<file path="src/uart_pkg.sv">
// Function
// - Parity fault sets flag; receive-data read clears it.
// - Overrun when new byte lands before read.
// - Receive read clears overrun only if available=0.
// - Missing stop bit sets framing flag; read clears.
// - All-zero frame sets break flag; read clears.
// - Holding-empty shows room; transmit write clears it.
// - Transmitter idle only when shifter empty, sent.
// - Status bit returns clear-to-send input level.
// - Frame-start flag on first byte; read clears.
// - Last multiprocessor bit held; read clears it.
// - Transmit enable, gated by clear-to-send when enabled.
// - Line control bit order; all reset zero.
package uart_pkg;
	localparam int ADR_W = 14;
	localparam int IDX_W = 12;
	localparam logic [IDX_W-1:0] IDX_DATA = 12'hF40;
	localparam logic [IDX_W-1:0] IDX_LINE_STATUS = 12'hF41;
	localparam logic [IDX_W-1:0] IDX_LINE_CONTROL = 12'hF42;
	localparam logic [IDX_W-1:0] IDX_MP_CONTROL = 12'hF43;
	localparam logic [IDX_W-1:0] IDX_FRAME_STATUS = 12'hF44;
	localparam logic [IDX_W-1:0] IDX_DIVISOR = 12'hF45;
	localparam logic [IDX_W-1:0] IDX_IRQ_STATUS = 12'hF46;
	localparam logic [IDX_W-1:0] IDX_IRQ_MASK = 12'hF47;
	localparam logic [IDX_W-1:0] IDX_UART1_LINE_CONTROL = 12'hF4A;
	localparam logic [IDX_W-1:0] IDX_UART1_FRAME_STATUS = 12'hF4C;
	localparam int CTL_TX_EN = 7;
	localparam int CTL_REN = 6;
	localparam int CTL_FLOW = 5;
	localparam int CTL_PAR_EN = 4;
	localparam int CTL_PAR_SEL = 3;
	localparam int CTL_BREAK = 2;
	localparam int CTL_STOP = 1;
	localparam int CTL_LOOP = 0;
	localparam int LS_AVAIL = 7;
	localparam int LS_PARITY = 6;
	localparam int LS_OVERRUN = 5;
	localparam int LS_FRAMING = 4;
	localparam int LS_BREAK = 3;
	localparam int LS_HOLD_EMPTY = 2;
	localparam int LS_TX_IDLE = 1;
	localparam int LS_CTS = 0;
	localparam int FS_NEW_FRAME = 1;
	localparam int FS_MP_BIT = 0;
	localparam int MP_ENABLE = 0;
	localparam int MP_TX_BIT = 1;
	localparam int IRQ_RX = 0;
	localparam int IRQ_TX = 1;
	localparam int IRQ_ERR = 2;
	localparam int IRQ_W = 3;
	localparam logic [7:0] CTL_RESET = 8'h00;
	localparam logic [7:0] STATUS_RESET = 8'h00;
	localparam logic [15:0] DIVISOR_RESET = 16'h043D;
	localparam logic [IRQ_W-1:0] IRQ_RESET = 3'h0;
	typedef enum logic [2:0] {
		TX_IDLE = 3'b000,
		TX_START = 3'b001,
		TX_DATA = 3'b010,
		TX_EXTRA = 3'b011,
		TX_STOP = 3'b100
	} tx_state_t;
	typedef enum logic [2:0] {
		RX_IDLE = 3'b000,
		RX_START = 3'b001,
		RX_DATA = 3'b010,
		RX_EXTRA = 3'b011,
		RX_STOP1 = 3'b100,
		RX_STOP2 = 3'b101
	} rx_state_t;
endpackage : uart_pkg

</file>
<file path="src/rx_frame_engine.sv">
`timescale 1ns/10ps
module rx_frame_engine (
	input wire logic clk,
	input wire logic rstn,
	input wire logic rxIn,
	input wire logic enable,
	input wire logic [15:0] bitDiv,
	input wire logic parityEn,
	input wire logic paritySel,
	input wire logic twoStop,
	input wire logic mpEn,
	output logic done,
	output logic [7:0] data,
	output logic parityErr,
	output logic frameErr,
	output logic breakSeen,
	output logic mpBit
);
	import uart_pkg::*;
	rx_state_t state_reg;
	logic [15:0] cnt_reg;
	logic [2:0] bitIdx_reg;
	logic [7:0] shift_reg;
	logic extra_reg;
	logic allZero_reg;
	logic stopBad_reg;
	wire tick = (cnt_reg == 16'h0000);
	wire hasExtra = parityEn | mpEn;
	wire zeroNow = allZero_reg & ~rxIn;
	wire parityBad = parityEn & ((^{shift_reg, extra_reg}) != paritySel);
	wire finish = tick & ((state_reg == RX_STOP1 & ~twoStop) | state_reg == RX_STOP2);

	always_ff @(posedge clk or negedge rstn) begin
		if (!rstn) begin
			state_reg <= RX_IDLE;
			cnt_reg <= 16'h0000;
			bitIdx_reg <= 3'h0;
			shift_reg <= 8'h00;
			extra_reg <= 1'b0;
			allZero_reg <= 1'b0;
			stopBad_reg <= 1'b0;
		end else if (state_reg == RX_IDLE) begin
			if (enable && !rxIn) begin
				state_reg <= RX_START;
				cnt_reg <= {1'b0, bitDiv[15:1]};
			end
		end else if (!tick) begin
			cnt_reg <= cnt_reg - 16'h0001;
		end else begin
			cnt_reg <= bitDiv;
			allZero_reg <= zeroNow;
			case (state_reg)
				RX_START: begin
					state_reg <= rxIn ? RX_IDLE : RX_DATA;
					bitIdx_reg <= 3'h0;
					allZero_reg <= 1'b1;
					stopBad_reg <= 1'b0;
				end
				RX_DATA: begin
					shift_reg <= {rxIn, shift_reg[7:1]};
					bitIdx_reg <= bitIdx_reg + 3'h1;
					if (bitIdx_reg == 3'h7) begin
						state_reg <= hasExtra ? RX_EXTRA : RX_STOP1;
					end
				end
				RX_EXTRA: begin
					extra_reg <= rxIn;
					state_reg <= RX_STOP1;
				end
				RX_STOP1: begin
					stopBad_reg <= ~rxIn;
					state_reg <= twoStop ? RX_STOP2 : RX_IDLE;
				end
				default: begin
					state_reg <= RX_IDLE;
				end
			endcase
		end
	end

	always_ff @(posedge clk or negedge rstn) begin
		if (!rstn) begin
			done <= 1'b0;
			data <= 8'h00;
			parityErr <= 1'b0;
			frameErr <= 1'b0;
			breakSeen <= 1'b0;
			mpBit <= 1'b0;
		end else begin
			done <= finish;
			if (finish) begin
				data <= shift_reg;
				parityErr <= parityBad;
				frameErr <= (state_reg == RX_STOP1) ? ~rxIn : (stopBad_reg | ~rxIn);
				breakSeen <= zeroNow;
				mpBit <= mpEn & extra_reg;
			end
		end
	end
endmodule : rx_frame_engine

</file>
<file path="src/uart_status_and_control.sv">
// Implementation choice: the Wishbone register port.
`timescale 1ns/10ps
module uart_status_and_control #(
	parameter logic [15:0] DIV_DEFAULT = uart_pkg::DIVISOR_RESET
) (
	input wire logic clk,
	input wire logic rstn,
	input wire logic [uart_pkg::ADR_W-1:0] adr_i,
	input wire logic [31:0] dat_i,
	input wire logic we_i,
	input wire logic [3:0] sel_i,
	input wire logic cyc_i,
	input wire logic stb_i,
	output logic [31:0] dat_o,
	output logic ack_o,
	input wire logic rxPin,
	input wire logic ctsN,
	output logic txPin,
	output logic irq
);
	import uart_pkg::*;

	// Sticky flag: a set in the same cycle wins over the clear.
	function automatic logic stickyNext(input logic set, input logic flag, input logic clr);
		return set | (flag & ~clr);
	endfunction : stickyNext

	// Pin synchronisers: the first stage feeds only the second.
	logic ctsMeta_reg;
	logic ctsSync_reg;
	logic rxMeta_reg;
	logic rxSync_reg;

	always_ff @(posedge clk or negedge rstn) begin
		if (!rstn) begin
			ctsMeta_reg <= 1'b1;
			ctsSync_reg <= 1'b1;
			rxMeta_reg <= 1'b1;
			rxSync_reg <= 1'b1;
		end else begin
			ctsMeta_reg <= ctsN;
			ctsSync_reg <= ctsMeta_reg;
			rxMeta_reg <= rxPin;
			rxSync_reg <= rxMeta_reg;
		end
	end

	logic [7:0] lineCtl_reg;
	logic [1:0] mpCtl_reg;
	logic [15:0] divisor_reg;
	logic [7:0] txHold_reg;
	logic [7:0] rxData_reg;
	logic rxAvail_reg;
	logic parityFault_reg;
	logic overrun_reg;
	logic framingFault_reg;
	logic lineBreak_reg;
	logic txHoldEmpty_reg;
	logic frameStart_reg;
	logic lastMultiproc_reg;
	logic addrSeen_reg;
	logic [IRQ_W-1:0] irqStatus_reg;
	logic [IRQ_W-1:0] irqMask_reg;

	// Bus decode.
	wire busReq = cyc_i & stb_i;
	wire accept = busReq & ~ack_o;
	wire [IDX_W-1:0] idx = adr_i[ADR_W-1:2];
	wire hitData = (idx == IDX_DATA);
	wire hitLineStatus = (idx == IDX_LINE_STATUS);
	wire hitLineCtl = (idx == IDX_LINE_CONTROL);
	wire hitMpCtl = (idx == IDX_MP_CONTROL);
	wire hitFrameStatus = (idx == IDX_FRAME_STATUS);
	wire hitDivisor = (idx == IDX_DIVISOR);
	wire hitIrqStatus = (idx == IDX_IRQ_STATUS);
	wire hitIrqMask = (idx == IDX_IRQ_MASK);
	wire wrLow = accept & we_i & sel_i[0];
	wire wrHigh = accept & we_i & sel_i[1];
	wire rdEn = accept & ~we_i;
	wire txWrite = wrLow & hitData;
	wire rxRead = rdEn & hitData;

	// Control fields.
	wire txEnableBit = lineCtl_reg[CTL_TX_EN];
	wire rxEnableBit = lineCtl_reg[CTL_REN];
	wire flowGateEnable = lineCtl_reg[CTL_FLOW];
	wire parityEnable = lineCtl_reg[CTL_PAR_EN];
	wire paritySelect = lineCtl_reg[CTL_PAR_SEL];
	wire sendBreak = lineCtl_reg[CTL_BREAK];
	wire twoStop = lineCtl_reg[CTL_STOP];
	wire loopbackEnable = lineCtl_reg[CTL_LOOP];
	wire mpEnable = mpCtl_reg[MP_ENABLE];
	wire txGo = txEnableBit & (~flowGateEnable | ~ctsSync_reg);

	// Receiver.
	wire rxDone;
	wire [7:0] rxByte;
	wire rxParityErr;
	wire rxFrameErr;
	wire rxBreak;
	wire rxMpBit;
	wire rxLine = loopbackEnable ? txPin : rxSync_reg;

	rx_frame_engine rxEngine (
		.clk(clk),
		.rstn(rstn),
		.rxIn(rxLine),
		.enable(rxEnableBit),
		.bitDiv(divisor_reg),
		.parityEn(parityEnable),
		.paritySel(paritySelect),
		.twoStop(twoStop),
		.mpEn(mpEnable),
		.done(rxDone),
		.data(rxByte),
		.parityErr(rxParityErr),
		.frameErr(rxFrameErr),
		.breakSeen(rxBreak),
		.mpBit(rxMpBit)
	);

	// Transmitter.
	tx_state_t txState_reg;
	logic [15:0] txCnt_reg;
	logic [2:0] txBitIdx_reg;
	logic [7:0] txShift_reg;
	logic txExtra_reg;
	logic txStopLeft_reg;
	logic txBit_reg;
	wire txTick = (txCnt_reg == 16'h0000);
	wire txLoad = (txState_reg == TX_IDLE) & txGo & ~txHoldEmpty_reg;
	wire txHasExtra = parityEnable | mpEnable;
	wire txParity = (^txHold_reg) ^ paritySelect;
	wire txExtraNext = mpEnable ? mpCtl_reg[MP_TX_BIT] : txParity;
	logic txIdle_reg;

	always_ff @(posedge clk or negedge rstn) begin
		if (!rstn) begin
			txState_reg <= TX_IDLE;
			txCnt_reg <= 16'h0000;
			txBitIdx_reg <= 3'h0;
			txShift_reg <= 8'h00;
			txExtra_reg <= 1'b0;
			txStopLeft_reg <= 1'b0;
			txBit_reg <= 1'b1;
		end else if (txState_reg == TX_IDLE) begin
			txBit_reg <= 1'b1;
			if (txLoad) begin
				txState_reg <= TX_START;
				txShift_reg <= txHold_reg;
				txExtra_reg <= txExtraNext;
				txCnt_reg <= divisor_reg;
				txBit_reg <= 1'b0;
			end
		end else if (!txTick) begin
			txCnt_reg <= txCnt_reg - 16'h0001;
		end else begin
			txCnt_reg <= divisor_reg;
			case (txState_reg)
				TX_START: begin
					txState_reg <= TX_DATA;
					txBitIdx_reg <= 3'h0;
					txBit_reg <= txShift_reg[0];
				end
				TX_DATA: begin
					txBitIdx_reg <= txBitIdx_reg + 3'h1;
					if (txBitIdx_reg == 3'h7) begin
						txState_reg <= txHasExtra ? TX_EXTRA : TX_STOP;
						txBit_reg <= txHasExtra ? txExtra_reg : 1'b1;
						txStopLeft_reg <= twoStop;
					end else begin
						txShift_reg <= {1'b0, txShift_reg[7:1]};
						txBit_reg <= txShift_reg[1];
					end
				end
				TX_EXTRA: begin
					txState_reg <= TX_STOP;
					txBit_reg <= 1'b1;
				end
				TX_STOP: begin
					txStopLeft_reg <= 1'b0;
					txState_reg <= txStopLeft_reg ? TX_STOP : TX_IDLE;
				end
				default: begin
					txState_reg <= TX_IDLE;
				end
			endcase
		end
	end

	// Line driver, forced low while a break is being sent.
	always_ff @(posedge clk or negedge rstn) begin
		if (!rstn) begin
			txPin <= 1'b1;
		end else begin
			txPin <= sendBreak ? 1'b0 : txBit_reg;
		end
	end

	// Idle is registered so that it rises only once the stop bit has left the pin.
	always_ff @(posedge clk or negedge rstn) begin
		if (!rstn) begin
			txIdle_reg <= 1'b1;
		end else begin
			txIdle_reg <= (txState_reg == TX_IDLE) & ~txLoad;
		end
	end

	// Configuration registers.
	always_ff @(posedge clk or negedge rstn) begin
		if (!rstn) begin
			lineCtl_reg <= CTL_RESET;
			mpCtl_reg <= 2'b00;
			divisor_reg <= DIV_DEFAULT;
			irqMask_reg <= IRQ_RESET;
		end else begin
			if (wrLow && hitLineCtl) begin
				lineCtl_reg <= dat_i[7:0];
			end
			if (wrLow && hitMpCtl) begin
				mpCtl_reg <= dat_i[1:0];
			end
			if (wrLow && hitDivisor) begin
				divisor_reg[7:0] <= dat_i[7:0];
			end
			if (wrHigh && hitDivisor) begin
				divisor_reg[15:8] <= dat_i[15:8];
			end
			if (wrLow && hitIrqMask) begin
				irqMask_reg <= dat_i[IRQ_W-1:0];
			end
		end
	end

	// Transmit holding register; the flag is set again when the shifter takes the byte.
	always_ff @(posedge clk or negedge rstn) begin
		if (!rstn) begin
			txHold_reg <= 8'h00;
			txHoldEmpty_reg <= 1'b1;
		end else if (txWrite) begin
			txHold_reg <= dat_i[7:0];
			txHoldEmpty_reg <= 1'b0;
		end else if (txLoad) begin
			txHoldEmpty_reg <= 1'b1;
		end
	end

	// Receive flags: a new frame wins over a clearing read in the same cycle.
	wire overrunHit = rxDone & rxAvail_reg & ~rxRead;
	wire overrunClr = rxRead & ~rxAvail_reg;
	wire frameStartHit = rxDone & mpEnable & addrSeen_reg & ~rxMpBit;

	always_ff @(posedge clk or negedge rstn) begin
		if (!rstn) begin
			rxData_reg <= 8'h00;
			rxAvail_reg <= 1'b0;
			parityFault_reg <= 1'b0;
			overrun_reg <= 1'b0;
			framingFault_reg <= 1'b0;
			lineBreak_reg <= 1'b0;
			lastMultiproc_reg <= 1'b0;
			addrSeen_reg <= 1'b0;
		end else begin
			if (rxDone) begin
				rxData_reg <= rxByte;
				addrSeen_reg <= mpEnable & rxMpBit;
			end
			rxAvail_reg <= stickyNext(rxDone, rxAvail_reg, rxRead);
			parityFault_reg <= stickyNext(rxDone & rxParityErr, parityFault_reg, rxRead);
			overrun_reg <= stickyNext(overrunHit, overrun_reg, overrunClr);
			framingFault_reg <= stickyNext(rxDone & rxFrameErr, framingFault_reg, rxRead);
			lineBreak_reg <= stickyNext(rxDone & rxBreak, lineBreak_reg, rxRead);
			if (rxDone) begin
				lastMultiproc_reg <= rxMpBit;
			end else if (rxRead) begin
				lastMultiproc_reg <= 1'b0;
			end
		end
	end

	// Frame-start flag: set by the first data byte after an address byte.
	always_ff @(posedge clk or negedge rstn) begin
		if (!rstn) begin
			frameStart_reg <= 1'b0;
		end else if (frameStartHit) begin
			frameStart_reg <= 1'b1;
		end else if (rxRead) begin
			frameStart_reg <= 1'b0;
		end else if (wrLow && hitFrameStatus) begin
			frameStart_reg <= dat_i[FS_NEW_FRAME];
		end
	end

	// Interrupt events and sticky status, cleared by writing one.
	wire rxErrEvent = rxDone & (rxParityErr | rxFrameErr | rxBreak | overrunHit);
	wire [IRQ_W-1:0] irqEvent = {rxErrEvent, txLoad, rxDone};
	wire [IRQ_W-1:0] irqClear = (wrLow && hitIrqStatus) ? dat_i[IRQ_W-1:0] : IRQ_RESET;

	always_ff @(posedge clk or negedge rstn) begin
		if (!rstn) begin
			irqStatus_reg <= IRQ_RESET;
			irq <= 1'b0;
		end else begin
			irqStatus_reg <= irqEvent | (irqStatus_reg & ~irqClear);
			irq <= |(irqStatus_reg & irqMask_reg);
		end
	end

	// Read data.
	logic [7:0] lineStatus;
	logic [7:0] frameStatus;

	always_comb begin
		lineStatus = 8'h00;
		lineStatus[LS_AVAIL] = rxAvail_reg;
		lineStatus[LS_PARITY] = parityFault_reg;
		lineStatus[LS_OVERRUN] = overrun_reg;
		lineStatus[LS_FRAMING] = framingFault_reg;
		lineStatus[LS_BREAK] = lineBreak_reg;
		lineStatus[LS_HOLD_EMPTY] = txHoldEmpty_reg;
		lineStatus[LS_TX_IDLE] = txIdle_reg;
		lineStatus[LS_CTS] = ctsSync_reg;
		frameStatus = 8'h00;
		frameStatus[FS_NEW_FRAME] = frameStart_reg;
		frameStatus[FS_MP_BIT] = lastMultiproc_reg;
	end
	wire [15:0] readWord = hitData ? {8'h00, rxData_reg} :
		hitLineStatus ? {8'h00, lineStatus} :
		hitLineCtl ? {8'h00, lineCtl_reg} :
		hitMpCtl ? {14'h0000, mpCtl_reg} :
		hitFrameStatus ? {8'h00, frameStatus} :
		hitDivisor ? divisor_reg :
		hitIrqStatus ? {13'h0000, irqStatus_reg} :
		hitIrqMask ? {13'h0000, irqMask_reg} : 16'h0000;

	// One-cycle answer for every address, mapped or not.
	always_ff @(posedge clk or negedge rstn) begin
		if (!rstn) begin
			ack_o <= 1'b0;
			dat_o <= 32'h00000000;
		end else begin
			ack_o <= accept;
			if (rdEn) begin
				dat_o <= {16'h0000, readWord};
			end
		end
	end
endmodule : uart_status_and_control

</file>
<file path="config.mk">
export PLATFORM = sky130hd
export DESIGN_NAME = uart_status_and_control
export DESIGN_NICKNAME = d
export VERILOG_FILES = /design/src/uart_pkg.sv /design/src/rx_frame_engine.sv /design/src/uart_status_and_control.sv
export SDC_FILE = /design/constraint.sdc
export NUM_CORES = 1
export LEC_CHECK = 0
export ABC_AREA = 1
export BUFFER_PORTS_ARGS = -buffer_cell sky130_fd_sc_hd__buf_2
export CELL_PAD_IN_SITES_DETAIL_PLACEMENT = 1
export CELL_PAD_IN_SITES_GLOBAL_PLACEMENT = 1
export CORE_MARGIN = 10
export CORE_UTILIZATION = 48
export DETAILED_ROUTE_END_ITERATION = 6
export GPL_TIMING_DRIVEN = 0
export HOLD_SLACK_MARGIN = 0.05
export PLACE_DENSITY = 0.9
export SLEW_MARGIN = 20
export SYNTH_ARGS = -nofsm -noshare
export SYNTH_HDL_FRONTEND = slang
export SYNTH_SLANG_ARGS = --single-unit
</file>
<file path="constraint.sdc">
create_clock -name clk -period 2.9 [get_ports clk]
set_input_delay 0.58 -clock clk [delete_from_list [all_inputs] [get_ports clk]]
set_output_delay 0.58 -clock clk [all_outputs]
set_load 0.03 [all_outputs]
</file>
==> tab_implementation.tex <==
\begin{tabular}{lr}
\hline
Metric & Value \\
\hline
\multicolumn{2}{l}{\textbf{Run status}} \\
\quad Status & completed \\
\multicolumn{2}{l}{\textbf{Routing}} \\
\quad Total number of vias & between 7000 and 8000 \\
\quad Violation count after the first detailed-route iteration & 614 \\
\quad Post-detailed-route wirelength per cell & 19.9 um \\
\quad Remaining design rule violation count & 0 \\
\quad First-pass iteration count of the detailed router & 5 \\
\quad Number of nets still failing antenna checks after routing & 0 \\
\quad Detailed-route vias per instance & between 5 and 6 \\
\quad Total wire length after detailed routing & 27.6 mm \\
\multicolumn{2}{l}{\textbf{Setup path}} \\
\quad Class of the most critical setup path & flip-flop to flip-flop \\
\quad Kind of end point of the critical path & flip-flop \\
\quad Arrival time worst endpoint & approximately 2500 ps \\
\quad Buf/Inv on CP & 2 \\
\quad Worst-path cell chain & nor4\_4 > inv\_2 > clkbuf\_1 > nand2\_1 > nand2\_1 \\
\quad Required arrival time at the worst endpoint & approximately 3200 ps \\
\quad Critical Path Source Type & flip-flop \\
\quad Most frequent CP cell & sky130\_fd\_sc\_hd\_\_nand2\_1 \\
\quad Slowest cell on the critical path & sky130\_fd\_sc\_hd\_\_nor4\_4 \\
\quad Family with the most delay on the worst path & simple AND/OR/NAND/NOR gates \\
\quad Largest stage delay on the critical path & 740 ps \\
\quad Largest fanout on the critical path & 10 \\
\multicolumn{2}{l}{\textbf{Timing}} \\
\quad Final count of negative-setup-slack endpoints & 0 \\
\quad Post-route minimum period & around 2200 ps \\
\quad Maximum clock rate & around 0.45 GHz \\
\quad Final Max Slew Viols & 0 \\
\quad Fin Clk Skew & between 10 and 15 ps \\
\quad Unrepaired setup endpoints after global routing & false \\
\quad Final worst path period share & 0.762 \\
\quad Worst relative slew slack & 0.486 \\
\quad Final Hold Slack & roughly 120 ps \\
\quad Final hold viol count & 0 \\
\quad Transition time at the pin with the least slew margin & 766 ps \\
\multicolumn{2}{l}{\textbf{Die}} \\
\quad Horizontal extent of the die & $\sim$150 um \\
\quad Die outline height & approximately 150 um \\
\quad DIE AREA & between 20000 and 25000 um\^{}2 \\
\quad Io pins & 92 \\
\quad Number of standard-cell rows in the floorplan & 48 \\
\quad Starting Density & 0.491 \\
\quad Total core area & between 15000 and 20000 um\^{}2 \\
\multicolumn{2}{l}{\textbf{Global routing}} \\
\quad Remaining global-route overflow & 0 \\
\quad Global router's overall resource usage & 0.236 \\
\quad Global-route wire length before repair & 45.1 mm \\
\quad Antenna violations before repair & 0 \\
\quad Via count of the first global-routing pass & 8494 \\
\quad Largest net degree at the start of global routing & 89 \\
\multicolumn{2}{l}{\textbf{Synth}} \\
\quad Adder-cell area share of the yosys netlist & 0.0117 \\
\quad Most frequent cell after synthesis & sky130\_fd\_sc\_hd\_\_nand2\_1 \\
\quad Seq/Total Area, Yosys & 0.472 \\
\quad Post-synthesis xor/xnor area fraction & 0.0246 \\
\quad Number of distinct library cell variants in the gate-level netlist after synthesis & 50 \\
\quad Leading register cell type out of synthesis & sky130\_fd\_sc\_hd\_\_dfrtp\_1 \\
\quad Post-synth top cells & 297 x sky130\_fd\_sc\_hd\_\_nand2\_1, 146 x sky130\_fd\_sc\_hd\_\_dfrtp\_1, 104 x sky130\_fd\_sc\_hd\_\_inv\_1, 95 x sky130\_fd\_sc\_hd\_\_nor2\_1, 83 x sky130\_fd\_sc\_hd\_\_o21ai\_0 \\
\quad Leading cell types by total area after synthesis & sky130\_fd\_sc\_hd\_\_dfrtp\_1 43\%, sky130\_fd\_sc\_hd\_\_nand2\_1 13\%, sky130\_fd\_sc\_hd\_\_o21ai\_0 4.9\% \\
\quad Main combinational cell family by area after synthesis & simple AND/OR/NAND/NOR gates \\
\quad Synthesis warning total & 0 \\
\quad Multiplexer fraction of the synthesized cell area & 0.0106 \\
\quad Number of storage elements in the synthesis netlist & between 150 and 200 \\
\quad Mapped cell area & 8530 um\^{}2 \\
\quad Number of flops mapped to enable cells by yosys & 0 \\
\quad Share of async-settable or async-resettable flops after synthesis & 1.00 \\
\quad Number of instances in the synthesized netlist & 1063 \\
\quad Compound-Gate Fraction of Synth Area & 0.123 \\
\quad Share of synthesized cell area in and, or, nand and nor gates & 0.276 \\
\quad Leading area contributor after synthesis & sky130\_fd\_sc\_hd\_\_dfrtp\_1 \\
\quad Area share of the leading cell type in the synthesized netlist & 0.428 \\
\quad Per-instance average area after synthesis & around 8.0 um\^{}2 \\
\multicolumn{2}{l}{\textbf{Placement}} \\
\quad Count of buffers from port buffering & 55 \\
\quad GP Congestion & approximately 0.94 \\
\quad Half-perimeter wire length of the detailed placement result & $\sim$20 mm \\
\quad Placed Cells & about 1400 \\
\quad Placed cell area & 9180 um\^{}2 \\
\multicolumn{2}{l}{\textbf{Cells and area}} \\
\quad Area grow syn2layout & 14.5\% \\
\quad Final instance count without filler cells & 1391 \\
\quad Number of antenna diodes & 0 \\
\quad \# nets final & approximately 1200 \\
\quad Final Instance Area & between 9000 and 10000 um\^{}2 \\
\quad Share of final-layout standard cells stronger than drive strength 1 & 0.172 \\
\quad Final core area utilization & 0.563 \\
\multicolumn{2}{l}{\textbf{CTS}} \\
\quad H-tree levels & 4 \\
\quad Maximum root-to-sink buffer count & 2 \\
\quad Total clock sinks & 160 \\
\quad Post\_cts resized & 0 \\
\quad TritonCTS clock tree & done \\
\quad Post-CTS setup buffer count & 0 \\
\quad CTS Root Buffer Type & sky130\_fd\_sc\_hd\_\_clkbuf\_16 \\
\quad Number of buffers created by CTS & 17 \\
\quad Reg clk slew, reported paths & about 70 ps \\
\quad Hold buffer count at CTS & 0 \\
\quad Clock latency of the later-clocked register in the worst-skew pair & 450 ps \\
\multicolumn{2}{l}{\textbf{Power}} \\
\quad IR Drop Worst-Case VDD & roughly 0.46 mV \\
\quad Design internal power & about 4.6 mW \\
\quad Static Leak & 4.74 nW \\
\quad Switching share of power & 0.431 \\
\quad Power density cells & 835 nW/um\^{}2 \\
\quad Sequential power share & 0.359 \\
\quad Power share of the clock group & 0.277 \\
\quad Switching pwr & between 3 and 4 mW \\
\quad Combinational share of power & 0.364 \\
\multicolumn{2}{l}{\textbf{Hold path}} \\
\quad Class of the tightest hold or removal check & input pin to asynchronous set/reset pin \\
\multicolumn{2}{l}{\textbf{Run}} \\
\quad Max-cap viol count & 0 \\
\hline
\end{tabular}
==> metrics by stage <==
step                      TNS [ps]  power, mW  setup WS, ps
after detailed placement         0       5.82           561
final                            0       8.16           690
after global routing             0       8.65           609
after global placement     -180620       5.63         -1230
after floorplan                  0       4.95          1160
after CTS                        0       8.16           738
==> cell usage in the layout, fill, tap and decap left out, types with 16 or more instances in the layout <==
cell	Yosys	routed
sky130_fd_sc_hd__clkbuf_16	0	17
sky130_fd_sc_hd__nand4_1	24	24
sky130_fd_sc_hd__buf_4	17	17
sky130_fd_sc_hd__nand2_1	297	297
sky130_fd_sc_hd__dfrtp_1	146	146
sky130_fd_sc_hd__o21ai_0	83	83
sky130_fd_sc_hd__nand3_1	52	52
sky130_fd_sc_hd__conb_1	1	16
sky130_fd_sc_hd__buf_2	10	64
sky130_fd_sc_hd__inv_1	104	104
sky130_fd_sc_hd__nor2_1	95	95
sky130_fd_sc_hd__a21oi_1	38	38
sky130_fd_sc_hd__o21ai_1	24	24
==> power groups by stage <==
stage	clock [mW]	sequential, mW	combinational [mW]
2_1_floorplan	0	2.86	2.08
3_3_place_gp	0	2.92	2.71
3_5_place_dp	0	2.95	2.87
4_1_cts	2.28	2.91	2.96
5_1_grt	2.37	2.97	3.31
6_report	2.26	2.93	2.97
==> worst reg2reg max path, cell delays in order, from the launching register on <==
cell                       delay [ps]
sky130_fd_sc_hd__dfrtp_1          460
sky130_fd_sc_hd__nor4_4           740
sky130_fd_sc_hd__inv_2            240
sky130_fd_sc_hd__clkbuf_1         410
sky130_fd_sc_hd__nand2_1          190
sky130_fd_sc_hd__nand2_1           70
==> routing by layer <==
layer,wire (um),GRT usage,vias up
met5,0,0,-
met4,912,0.0990,0
met3,1430,0.0460,66
met2,13700,0.401,230
met1,11600,0.286,3921
li1,-,-,3612
==> final cells by class <==
type	instances	area [um^2]
sequential	160	4020
multi-input combinational	764	3860
tap	225	282
inverter	115	433
clock buffer	17	425
buffer	39	268
clock inverter	15	161
fill	2151	7590
timing repair buffer	56	313
==> path summary, 6_finish.rpt <==
kind                                 end        from  slack, ps  cells after the start
setup / recovery               dat_o[12]       ack_o        690                      5
hold / removal              txCnt_reg[9]        rstn        120                      1
setup reg to reg               dat_o[12]       ack_o        690                      5
hold reg to reg               rxSync_reg  rxMeta_reg        360                      0
max in group asynchronous  rxData_reg[7]        rstn       1930                      2
min in group clk             ctsMeta_reg        ctsN        230                      1
==> logic make-up (layout without fill, tap and decap cells) <==
group,Yosys count,after routing
mux,8,8
simple gates,524,524
buf+inv,154,242
fa+ha+maj,8,8
compound gates,184,184
xor+xnor,24,24
other cells,1,16
flops,160,160
Power figures use the tool's default switching activity.
